## src/rtl/fhc_flash_map.vh

```
`ifndef FHC_FLASH_MAP_VH
`define FHC_FLASH_MAP_VH

// clock period and pin timing, ns
`define FHC_CLK_NS 10
`define FHC_T_AS_NS 10
`define FHC_T_WP_NS 90
`define FHC_T_WPH_NS 90
`define FHC_T_DH_NS 10
`define FHC_T_ACC_NS 120
`define FHC_GATE_HIGH_NS 150
// least times rounded up to whole cycles, never below one
`define FHC_CYC(ns) ((((ns) + `FHC_CLK_NS - 1) / `FHC_CLK_NS) < 1 ? 1 : \
    (((ns) + `FHC_CLK_NS - 1) / `FHC_CLK_NS))
`define FHC_CNT_W 5

// user operation codes
`define FHC_OP_READ 3'h0
`define FHC_OP_PROGRAM 3'h1
`define FHC_OP_CHIP_ERASE 3'h2
`define FHC_OP_SECTOR_ERASE 3'h3
`define FHC_OP_ID_ENTRY 3'h4
`define FHC_OP_ID_EXIT 3'h5
`define FHC_OP_BOOT_LOCK 3'h6
`define FHC_OP_ID_READ 3'h7

// command addresses (low fifteen lines) and command bytes
`define FHC_ADDR_CMD 15'h5555
`define FHC_ADDR_UNLOCK2 15'h2AAA
`define FHC_DATA_UNLOCK1 8'hAA
`define FHC_DATA_UNLOCK2 8'h55
`define FHC_DATA_ERASE_SETUP 8'h80
`define FHC_DATA_CHIP_ERASE 8'h10
`define FHC_DATA_SECTOR_ERASE 8'h30
`define FHC_DATA_PROGRAM 8'hA0
`define FHC_DATA_ID_ENTRY 8'h90
`define FHC_DATA_ID_EXIT 8'hF0
`define FHC_DATA_BOOT_LOCK 8'h40

// status bit watched while polling
`define FHC_TOGGLE_BIT 6

`endif

```

## src/rtl/fhc_bus_cycle.v

```verilog
`include "fhc_flash_map.vh"

module fhc_bus_cycle #(
    parameter AW = 18,
    parameter DW = 16
) (
    input wire clk,
    input wire rstn,
    input wire start,
    input wire isWrite,
    input wire [AW-1:0] addr,
    input wire [DW-1:0] data,
    output reg done,
    output reg [DW-1:0] rdData,
    output reg [AW-1:0] flashAddr,
    output reg flashCeN,
    output reg flashOeN,
    output reg flashWeN,
    output reg [DW-1:0] flashDataOut,
    output reg flashDataOeN,
    input wire [DW-1:0] flashDataIn
);
    localparam [4:0] S_IDLE = 5'h01;
    localparam [4:0] S_SETUP = 5'h02;
    localparam [4:0] S_STROBE = 5'h04;
    localparam [4:0] S_HOLD = 5'h08;
    localparam [4:0] S_RECOV = 5'h10;

    localparam integer N_AS = `FHC_CYC(`FHC_T_AS_NS);
    localparam integer N_WP = `FHC_CYC(`FHC_T_WP_NS);
    localparam integer N_WPH = `FHC_CYC(`FHC_T_WPH_NS);
    localparam integer N_DH = `FHC_CYC(`FHC_T_DH_NS);
    localparam integer N_ACC = `FHC_CYC(`FHC_T_ACC_NS);
    localparam integer N_GATE_HIGH = `FHC_CYC(`FHC_GATE_HIGH_NS);
    // cycle counts cut to the counter width
    localparam [`FHC_CNT_W-1:0] C_AS = N_AS[`FHC_CNT_W-1:0];
    localparam [`FHC_CNT_W-1:0] C_WP = N_WP[`FHC_CNT_W-1:0];
    localparam [`FHC_CNT_W-1:0] C_WPH = N_WPH[`FHC_CNT_W-1:0];
    localparam [`FHC_CNT_W-1:0] C_DH = N_DH[`FHC_CNT_W-1:0];
    localparam [`FHC_CNT_W-1:0] C_ACC = N_ACC[`FHC_CNT_W-1:0];
    localparam [`FHC_CNT_W-1:0] C_GATE_HIGH = N_GATE_HIGH[`FHC_CNT_W-1:0];

    reg [4:0] state;
    reg [`FHC_CNT_W-1:0] cnt;
    reg writing;
    wire last = (cnt == {{(`FHC_CNT_W-1){1'b0}}, 1'b1});

    always @(posedge clk)
    begin
        if (!rstn)
        begin
            state <= S_IDLE;
            cnt <= {`FHC_CNT_W{1'b0}};
            writing <= 1'b0;
            done <= 1'b0;
            rdData <= {DW{1'b0}};
            flashAddr <= {AW{1'b0}};
            flashCeN <= 1'b1;
            flashOeN <= 1'b1;
            flashWeN <= 1'b1;
            flashDataOut <= {DW{1'b0}};
            flashDataOeN <= 1'b1;
        end
        else
        begin
            done <= 1'b0;
            if (!last)
                cnt <= cnt - {{(`FHC_CNT_W-1){1'b0}}, 1'b1};
            case (state)
                S_IDLE:
                    if (start)
                    begin
                        // address stays put for the whole cycle
                        flashAddr <= addr;
                        flashDataOut <= data;
                        flashDataOeN <= ~isWrite;
                        flashCeN <= 1'b0;
                        flashOeN <= 1'b1;
                        writing <= isWrite;
                        cnt <= C_AS;
                        state <= S_SETUP;
                    end
                S_SETUP:
                    if (last)
                    begin
                        // gate stays high while strobe and select are low
                        if (writing)
                            flashWeN <= 1'b0;
                        else
                            flashOeN <= 1'b0;
                        cnt <= writing ? C_WP : C_ACC;
                        state <= S_STROBE;
                    end
                S_STROBE:
                    if (last)
                    begin
                        // data taken by the device on the rising strobe
                        flashWeN <= 1'b1;
                        flashOeN <= 1'b1;
                        flashCeN <= 1'b1;
                        if (!writing)
                            rdData <= flashDataIn;
                        cnt <= C_DH;
                        state <= S_HOLD;
                    end
                S_HOLD:
                    if (last)
                    begin
                        flashDataOeN <= 1'b1;
                        // gate and select high long enough to step the toggle bit
                        cnt <= writing ? C_WPH : C_GATE_HIGH;
                        state <= S_RECOV;
                    end
                S_RECOV:
                    if (last)
                    begin
                        done <= 1'b1;
                        state <= S_IDLE;
                    end
                default:
                    state <= S_IDLE;
            endcase
        end
    end
endmodule

```

## src/rtl/fhc_flash_host.v

```verilog
// Contract
// - chip erase ends with 10 at 5555
// - sector erase ends with 30 at sector
// - gate high while strobe and select low
// - toggling gate/select high at least 150 ns
// - poll on change of status bit only
// - poll address unchanged across status reads
// - command byte low, fifteen address lines
`include "fhc_flash_map.vh"

module fhc_flash_host #(
    parameter AW = 18,
    parameter DW = 16
) (
    input wire clk,
    input wire rstn,
    input wire cmdValid,
    input wire [2:0] cmdOp,
    input wire [AW-1:0] cmdAddr,
    input wire [DW-1:0] cmdData,
    output reg cmdReady,
    output reg rspValid,
    output reg [DW-1:0] rspData,
    output reg idMode,
    output reg bootLocked,
    output wire [AW-1:0] flashAddr,
    output wire flashCeN,
    output wire flashOeN,
    output wire flashWeN,
    output wire [DW-1:0] flashDataOut,
    output wire flashDataOeN,
    input wire [DW-1:0] flashDataIn
);
    localparam [6:0] S_IDLE = 7'h01;
    localparam [6:0] S_SEND = 7'h02;
    localparam [6:0] S_WAITW = 7'h04;
    localparam [6:0] S_POLL = 7'h08;
    localparam [6:0] S_WAITP = 7'h10;
    localparam [6:0] S_READ = 7'h20;
    localparam [6:0] S_WAITR = 7'h40;

    // step table: {last, address, command byte}
    function [23:0] seqStep;
        input [2:0] seqOp;
        input [2:0] idx;
        reg [23:0] unl;
        begin
            unl = {1'b0, `FHC_ADDR_CMD, `FHC_DATA_UNLOCK1};
            if (idx == 3'h1 || idx == 3'h4)
                unl = {1'b0, `FHC_ADDR_UNLOCK2, `FHC_DATA_UNLOCK2};
            seqStep = unl;
            case (seqOp)
                `FHC_OP_PROGRAM:
                    if (idx == 3'h2)
                        seqStep = {1'b0, `FHC_ADDR_CMD, `FHC_DATA_PROGRAM};
                    else if (idx == 3'h3)
                        seqStep = {1'b1, `FHC_ADDR_CMD, 8'h00};
                `FHC_OP_ID_ENTRY:
                    if (idx == 3'h2)
                        seqStep = {1'b1, `FHC_ADDR_CMD, `FHC_DATA_ID_ENTRY};
                `FHC_OP_ID_EXIT:
                    if (idx == 3'h2)
                        seqStep = {1'b1, `FHC_ADDR_CMD, `FHC_DATA_ID_EXIT};
                `FHC_OP_CHIP_ERASE, `FHC_OP_SECTOR_ERASE, `FHC_OP_BOOT_LOCK:
                    if (idx == 3'h2)
                        seqStep = {1'b0, `FHC_ADDR_CMD, `FHC_DATA_ERASE_SETUP};
                    else if (idx == 3'h5 && seqOp == `FHC_OP_CHIP_ERASE)
                        seqStep = {1'b1, `FHC_ADDR_CMD, `FHC_DATA_CHIP_ERASE};
                    else if (idx == 3'h5 && seqOp == `FHC_OP_SECTOR_ERASE)
                        seqStep = {1'b1, `FHC_ADDR_CMD, `FHC_DATA_SECTOR_ERASE};
                    else if (idx == 3'h5)
                        seqStep = {1'b1, `FHC_ADDR_CMD, `FHC_DATA_BOOT_LOCK};
                default:
                    seqStep = unl;
            endcase
        end
    endfunction

    reg [6:0] state;
    reg [2:0] op;
    reg [2:0] step;
    reg [AW-1:0] addrHold;
    reg [DW-1:0] dataHold;
    reg pollPrev;
    reg pollHave;
    reg busStart;
    reg busWrite;
    reg [AW-1:0] busAddr;
    reg [DW-1:0] busData;
    wire busDone;
    wire [DW-1:0] busRd;
    wire [23:0] stepInfo = seqStep(op, step);
    wire stepLast = stepInfo[23];
    wire pollNow = busRd[`FHC_TOGGLE_BIT];
    wire needPoll = (op != `FHC_OP_ID_ENTRY) && (op != `FHC_OP_ID_EXIT);

    fhc_bus_cycle #(
        .AW(AW),
        .DW(DW)
    ) u_cycle (
        .clk(clk),
        .rstn(rstn),
        .start(busStart),
        .isWrite(busWrite),
        .addr(busAddr),
        .data(busData),
        .done(busDone),
        .rdData(busRd),
        .flashAddr(flashAddr),
        .flashCeN(flashCeN),
        .flashOeN(flashOeN),
        .flashWeN(flashWeN),
        .flashDataOut(flashDataOut),
        .flashDataOeN(flashDataOeN),
        .flashDataIn(flashDataIn)
    );

    always @(posedge clk)
    begin
        if (!rstn)
        begin
            state <= S_IDLE;
            op <= `FHC_OP_READ;
            step <= 3'h0;
            addrHold <= {AW{1'b0}};
            dataHold <= {DW{1'b0}};
            pollPrev <= 1'b0;
            pollHave <= 1'b0;
            busStart <= 1'b0;
            busWrite <= 1'b0;
            busAddr <= {AW{1'b0}};
            busData <= {DW{1'b0}};
            cmdReady <= 1'b1;
            rspValid <= 1'b0;
            rspData <= {DW{1'b0}};
            // device starts in normal read mode after power-up
            idMode <= 1'b0;
            bootLocked <= 1'b0;
        end
        else
        begin
            busStart <= 1'b0;
            rspValid <= 1'b0;
            case (state)
                S_IDLE:
                    if (cmdValid)
                    begin
                        cmdReady <= 1'b0;
                        op <= cmdOp;
                        step <= 3'h0;
                        addrHold <= cmdAddr;
                        dataHold <= cmdData;
                        if (cmdOp == `FHC_OP_READ)
                            state <= S_READ;
                        else if (cmdOp == `FHC_OP_ID_READ)
                        begin
                            // upper lines low, lowest line picks maker or part code
                            addrHold <= {{(AW-1){1'b0}}, cmdAddr[0]};
                            state <= S_READ;
                        end
                        else
                            state <= S_SEND;
                    end
                S_SEND:
                begin
                    busStart <= 1'b1;
                    busWrite <= 1'b1;
                    // command cycles: low fifteen lines, byte in low lane only
                    busAddr <= {{(AW-15){1'b0}}, stepInfo[22:8]};
                    busData <= {{(DW-8){1'b0}}, stepInfo[7:0]};
                    if (stepLast && op == `FHC_OP_PROGRAM)
                    begin
                        busAddr <= addrHold;
                        busData <= dataHold;
                    end
                    if (stepLast && op == `FHC_OP_SECTOR_ERASE)
                        busAddr <= addrHold;
                    state <= S_WAITW;
                end
                S_WAITW:
                    if (busDone)
                    begin
                        if (!stepLast)
                        begin
                            step <= step + 3'h1;
                            state <= S_SEND;
                        end
                        else
                        begin
                            if (op == `FHC_OP_ID_ENTRY)
                                idMode <= 1'b1;
                            if (op == `FHC_OP_ID_EXIT)
                                idMode <= 1'b0;
                            if (op == `FHC_OP_BOOT_LOCK)
                                bootLocked <= 1'b1;
                            pollHave <= 1'b0;
                            if (needPoll)
                                state <= S_POLL;
                            else
                            begin
                                rspValid <= 1'b1;
                                rspData <= {DW{1'b0}};
                                cmdReady <= 1'b1;
                                state <= S_IDLE;
                            end
                        end
                    end
                S_POLL:
                begin
                    busStart <= 1'b1;
                    busWrite <= 1'b0;
                    // same address on every status read
                    busAddr <= busAddr;
                    state <= S_WAITP;
                end
                S_WAITP:
                    if (busDone)
                    begin
                        // finished once two reads agree, whatever the level
                        if (pollHave && pollNow == pollPrev)
                        begin
                            rspValid <= 1'b1;
                            rspData <= busRd;
                            cmdReady <= 1'b1;
                            state <= S_IDLE;
                        end
                        else
                        begin
                            pollPrev <= pollNow;
                            pollHave <= 1'b1;
                            state <= S_POLL;
                        end
                    end
                S_READ:
                begin
                    busStart <= 1'b1;
                    busWrite <= 1'b0;
                    busAddr <= addrHold;
                    state <= S_WAITR;
                end
                S_WAITR:
                    if (busDone)
                    begin
                        rspValid <= 1'b1;
                        rspData <= busRd;
                        cmdReady <= 1'b1;
                        state <= S_IDLE;
                    end
                default:
                    state <= S_IDLE;
            endcase
        end
    end
endmodule

```

## config.mk

```make
export PLATFORM = sky130hd
export DESIGN_NAME = fhc_flash_host
export DESIGN_NICKNAME = d
export VERILOG_FILES = /design/src/rtl/fhc_bus_cycle.v /design/src/rtl/fhc_flash_host.v
export VERILOG_INCLUDE_DIRS = /design/src /design/src/rtl
export SDC_FILE = /design/constraint.sdc
export NUM_CORES = 1
export LEC_CHECK = 0
export BUFFER_PORTS_ARGS = -buffer_cell sky130_fd_sc_hd__buf_4
export CAP_MARGIN = 20
export CORE_MARGIN = 2
export CORE_UTILIZATION = 45
export DETAILED_ROUTE_END_ITERATION = 10
export HOLD_SLACK_MARGIN = 0.03
export PLACE_DENSITY = 0.75
export SYNTH_ARGS = -nofsm -noshare
export SYNTH_HDL_FRONTEND = slang
export SYNTH_SLANG_ARGS = --single-unit
```

## constraint.sdc

```tcl
create_clock -name clk -period 2.1 [get_ports clk]
set_input_delay 0.315 -clock clk [delete_from_list [all_inputs] [get_ports clk]]
set_output_delay 0.315 -clock clk [all_outputs]
set_load 0.005 [all_outputs]
```

# == Yosys cells after proc, flatten, opt, wreduce, memory -nomap -nowiden ==
# Cells that the tools add are included.
# totals
ff_bits,171
elab_cells,203
# classes
addsub,2
eq_ne,44
mux,88
bitwise_logic,3
reduce_logical,39
# ops
op,n
24-bit two-way mux,8
16-bit two-way mux,7
24-bit case mux with 4 select lines,1
18-bit two-way mux,4
5-bit two-way mux,10
7-bit case mux with 7 select lines,1
16-bit case mux with 3 select lines,1
18-bit case mux with 2 select lines,1
1-bit two-way mux,29
7-bit two-way mux,4
5-bit case mux with 5 select lines,1
23-bit two-way mux,1
5-bit case mux with 4 select lines,1
4-bit AND reduction,5
3-bit == test (second input constant),6
2-bit by 1-bit != test with 1-bit output (second input constant),8
2-bit != test (second input constant),8
2-bit nonzero test,8
3-bit two-way mux,5
5-bit AND reduction,3
3-bit by 2-bit == test with 1-bit output (second input constant),4
4-bit two-way mux,3
6-bit two-way mux,2
3-bit AND reduction,4
32 further kinds,51

# == Logic depth before layout (Yosys ltp) ==
# logic_depth
word_depth,12
depth_mapped,10
depth_no_buf,8

# == Modules after synthesis ==
# A second synthesis with hierarchy kept.
# unflattened
hier_cells,871
area_unflattened_um2,7358.3
# modules_own_cells
mod,n_inst,cells_each,area_per_inst_um2,seq_area_each_um2
fhc_flash_host,1,537,4682.0,2102.0
fhc_bus_cycle,1,334,2676.3,1321.3

# == Least setup slack after synthesis ==
# No wires, ideal clock.
# synth_timing
path_type,flip-flop to flip-flop
from,register step[2]
to,register busAddr[14]
setup_time_ns,0.126
arrival_time_ns,2.042
path_slack_ns,-0.068
stages_incl_launch_ff,10
path_buffers,2
synth_period_minus_slack_ns,2.168
path_cell_list,dfxtp_1 -> buf_6 -> buf_2 -> inv_1 -> ha_1 -> or4b_4 -> nand3_2 -> a41oi_2 -> a41oi_4 -> a21oi_1
# synth_between
elab_chain_cells,11
# synth_rtl
item,line,rtl
start: declaration,fhc_flash_host.v:81,reg [2:0] step;
start signal: assignment,fhc_flash_host.v:185,step <= step + 3'h1;
3-bit by 1-bit == test with 1-bit output or 3-bit == test (tied branches),fhc_flash_host.v:49,if (idx == 3'h1 || idx == 3'h4)
1-bit logical OR,fhc_flash_host.v:49,
23-bit two-way mux,fhc_flash_host.v:49,
24-bit two-way mux,fhc_flash_host.v:71,else if (idx == 3'h5)
24-bit two-way mux,fhc_flash_host.v:69,else if (idx == 3'h5 && seqOp == `FHC_OP_SECTOR_ERASE)
24-bit two-way mux,fhc_flash_host.v:67,else if (idx == 3'h5 && seqOp == `FHC_OP_CHIP_ERASE)
24-bit two-way mux,fhc_flash_host.v:65,if (idx == 3'h2)
24-bit case mux with 4 select lines *,fhc_flash_host.v:52,case (seqOp)
18-bit two-way mux,fhc_flash_host.v:171,if (stepLast && op == `FHC_OP_PROGRAM)
18-bit two-way mux *,fhc_flash_host.v:176,if (stepLast && op == `FHC_OP_SECTOR_ERASE)
18-bit case mux with 2 select lines *,fhc_flash_host.v:144,case (state)
end signal: assignment,fhc_flash_host.v:169,"busAddr <= {{(AW-15){1'b0}}, stepInfo[22:8]};"
end signal: assignment,fhc_flash_host.v:173,busAddr <= addrHold;
end signal: assignment,fhc_flash_host.v:177,busAddr <= addrHold;
end: declaration,fhc_flash_host.v:88,reg [AW-1:0] busAddr;
# Every way passes the cells marked *; elsewhere a longest branch is shown, timed or not.
# A chain may end at the register's enable or synchronous reset.

# == Worst setup path in the final report ==
# layout_timing
from,register step[1]
to,register busAddr[0]
# The elaborated chain is that of the path after synthesis.

==> results.txt <==
Outcome -> finished, final reports clean
Rows -> 46
Average vias per placed instance -> 5.41
Worst clock skew -> 9.74 ps
Floorplan core area -> 0.0159 mm²
Clk sinks -> 171
Category of the most critical setup path -> register to register
Proportion of register bits with asynchronous set or reset after synthesis -> 0%
Fraction of power consumed by combinational cells -> 17.7%
Required time at the endpoint of the critical path -> 2410 ps
Final max-slew violation count -> 0
Number of buffers created by CTS -> 17
Via count of the first global-routing pass -> 6234
Clock-pin transition on the worst setup and hold timing paths -> 60 ps
Final Cycle Share -> 98.5%
Cell count after synthesis -> 908
Post-Synthesis Cell Area -> 0.00736 mm²
Total Negative Setup Slacks -> 0 ps
Share of total power consumed by net switching -> 27.8%
Hold Path Class -> primary input to register
Worst-case register-to-register setup slack -> 30 ps
Hold violation total from the final report -> 0
Antenna-violating nets left -> 0
Net count reported at finish -> 1076
Type of element capturing the critical path -> register
Sequential share of power -> 44.8%
Count of TritonRoute iterations in the first routing pass -> 5
Layout fillers -> 1444
Count of input and output buffers -> 113
Power Internal -> 5.91 mW
IR drop worst, VDD -> 0.568 mV
Area added between synthesis and finish -> 25.6%
Slew at the pin with the worst max-slew slack -> 575 ps
Cell chosen for the clock root -> clkbuf_16
Number of failing setup endpoints in the final timing report -> 0
Total of max-cap violations -> 0
All-layer global routing usage -> 21.3%
Critical path fanouts, max -> 5
Clock tree from TritonCTS -> yes
DIE AREA -> 0.0174 mm²
Post-synthesis average cell area -> 8.11 µm²
Maximum clock path buffer count -> 2
Relative slew slack -> 61.6%
Wire length of the first global-routing pass -> 30500 µm
Cell at the slowest stage of the critical path -> or4b_4
Delay-heaviest family, CP -> simple AND/OR/NAND/NOR gates
Global placer's final weighted congestion -> 0.937
Number of top-level pins -> 114
CP bufs+invs -> 1
Die outline width -> 132 µm
Final core utilization -> 58.0%
Clk network pwr share -> 37.5%
Startpoint class of the critical path -> register
Arrival time at the worst endpoint -> 2380 ps
Number of vias after detailed routing -> 6711
DIE HEIGHT -> 132 µm
Initial antenna violation count -> 0
CTS H-Tree Depth -> 4
Net switching power -> 2.28 mW
Wirelength, routed -> 18700 µm
Global-route congestion overflow total -> 0
Later-pin clock latency in the skew report -> 420 ps
Synth Register Bits -> 171
Number of different library cells in the post-synthesis netlist -> 68
Power density of the placed cells -> 885 mW/mm²
CP max stage delay -> 540 ps
Final antenna diode count -> 0
Minimum clock period after layout -> 2070 ps
Remaining routing DRC violations -> 0
Ratio of cells with drive above 1 in the final layout -> 22.7%
Pin count of the biggest net entering global routing -> 115
Most used flip-flop cell after synthesis -> dfxtp_1
Unrepaired setup endpoints after global routing -> yes
Register area share after synthesis -> 46.5%
Iter 0 DRT Violations -> 414
Maximum achievable frequency -> 483 MHz
Effective utilization at floorplan -> 46.2%
Routed length per instance -> 15.1 µm
Half-perimeter wire length of the detailed placement result -> 12600 µm
Post-synth EDFFs -> 0
Number of nets produced by synthesis -> 972
Leakage power -> 3.55 nW
Number of warnings printed during yosys synthesis -> 0
Total of hold buffers inserted after clock tree synthesis -> 0
Cell chain of the critical path -> ha_4, ha_4, or4b_4, nand3_4, a41oi_4, a41oi_4, buf_6, a21oi_1
[kinds of logic (layout without fill, tap and decap cells)]
group | count (synthesis) | count (layout) | share of synthesized area, %
compound gates | 217 | 217 | 18.0
xor+xnor | 11 | 11 | 1.31
fa+ha+maj | 8 | 8 | 1.36
buf+inv | 77 | 193 | 4.86
flops | 171 | 171 | 46.5
mux | 19 | 19 | 2.58
simple gates | 405 | 405 | 25.4
[area by class of cell]
type                       instances  area [µm²]  share of cell area [%]
multi-input combinational        660        3710                    40.2
sequential                       171        3430                    37.1
timing repair buffer             152        1210                    13.1
clock buffer                      21         460                    4.98
tap                              216         270                    2.92
clock inverter                    10         116                    1.26
inverter                          10        41.3                   0.447
[tightest hold or removal path, stage by stage]
cell and delay, ps:
buf_4 110, nand2_1 40, a21oi_1 50
[cell usage after synthesis (all sizes together) (5+ instances only)]
library cell	n	area, µm²
xor2	6	52.6
or3	8	55.1
nor2	28	110
clkbuf	32	120
nor2b	6	37.5
nand2	253	950
o21ai	33	165
xnor2	5	43.8
and3	8	50.1
nand3b	5	37.5
mux2i	19	190
buf	35	200
dfxtp	171	3420
and2	15	93.8
nor3	10	66.3
nand4	5	31.3
o221a	10	113
nand3	48	245
ha	8	100
a21oi	131	656
nand2b	6	37.5
inv	9	33.8
[worst paths after layout]
check | start | cells after the start | end
max | step[1]$_SDFFE_PN0P_ | 8 | busAddr[0]$_SDFFE_PN0P_
min | flashDataIn[12] | 3 | u_cycle.rdData[12]$_SDFFE_PN0P_
max reg2reg | step[1]$_SDFFE_PN0P_ | 8 | busAddr[0]$_SDFFE_PN0P_
min reg2reg | addrHold[13]$_SDFFE_PN0P_ | 2 | addrHold[13]$_SDFFE_PN0P_
[layout by cell type (no fill, tap or decap), types with 7 or more instances in the layout]
| master | count |
|---|---|
| nand2_1 | 252 |
| dfxtp_1 | 169 |
| buf_4 | 145 |
| a21oi_1 | 129 |
| nand3_1 | 45 |
| o21ai_0 | 33 |
| nor2_1 | 26 |
| mux2i_1 | 19 |
| clkbuf_16 | 17 |
| and2_1 | 15 |
| o221a_2 | 10 |
| nor3_1 | 8 |
| and3_1 | 7 |
[sequential cells by signal (all words and copies together) (netlist names), 3 cells and up]
register              cells
u_cycle.state             5
rspData                  16
state                     7
u_cycle.rdData           16
u_cycle.flashDataOut     16
dataHold                 16
step                      3
busData                  16
u_cycle.flashAddr        18
busAddr                  18
addrHold                 18
op                        3
u_cycle.cnt               5
[power by group through the flow]
stage               logic (mW)  registers (mW)  clock network, mW
floorplan                 1.02            3.66                  0
global placement          1.38            3.73                  0
detailed placement        1.40            3.73                  0
CTS                       1.42            3.66               3.13
global route              1.61            3.69               3.26
finish                    1.45            3.67               3.07
[metal layers]
layer / track usage [%] / wire length [µm] / share of wire, %
met1: 28.1 / 8490 / 45
met2: 34.7 / 8810 / 47
met3: 5.46 / 1110 / 6.0
met4: 5.50 / 265 / 1.4
met5: 0 / 0 / 0
[metrics by stage]
step	cells	hold slack (ps)	power, mW	setup slack [ps]	area (µm²)
2_1_floorplan	908	427	4.68	12.0	7360
3_3_place_gp	1206	435	5.11	-0.997	8490
3_5_place_dp	1206	443	5.13	-76.6	8490
4_1_cts	1237	121	8.21	-6.86	9090
5_1_grt	1240	128	8.56	-21.0	9250
6_report	1240	137	8.19	30.5	9250
[what timing repair did]
action,CTS,global route
gates resized for setup,4,29
pin swaps,3,12
endpoints found under the setup margin,15,45
buffers inserted,0,3
gates cloned,0,0
(Power assumes the default switching activity.)
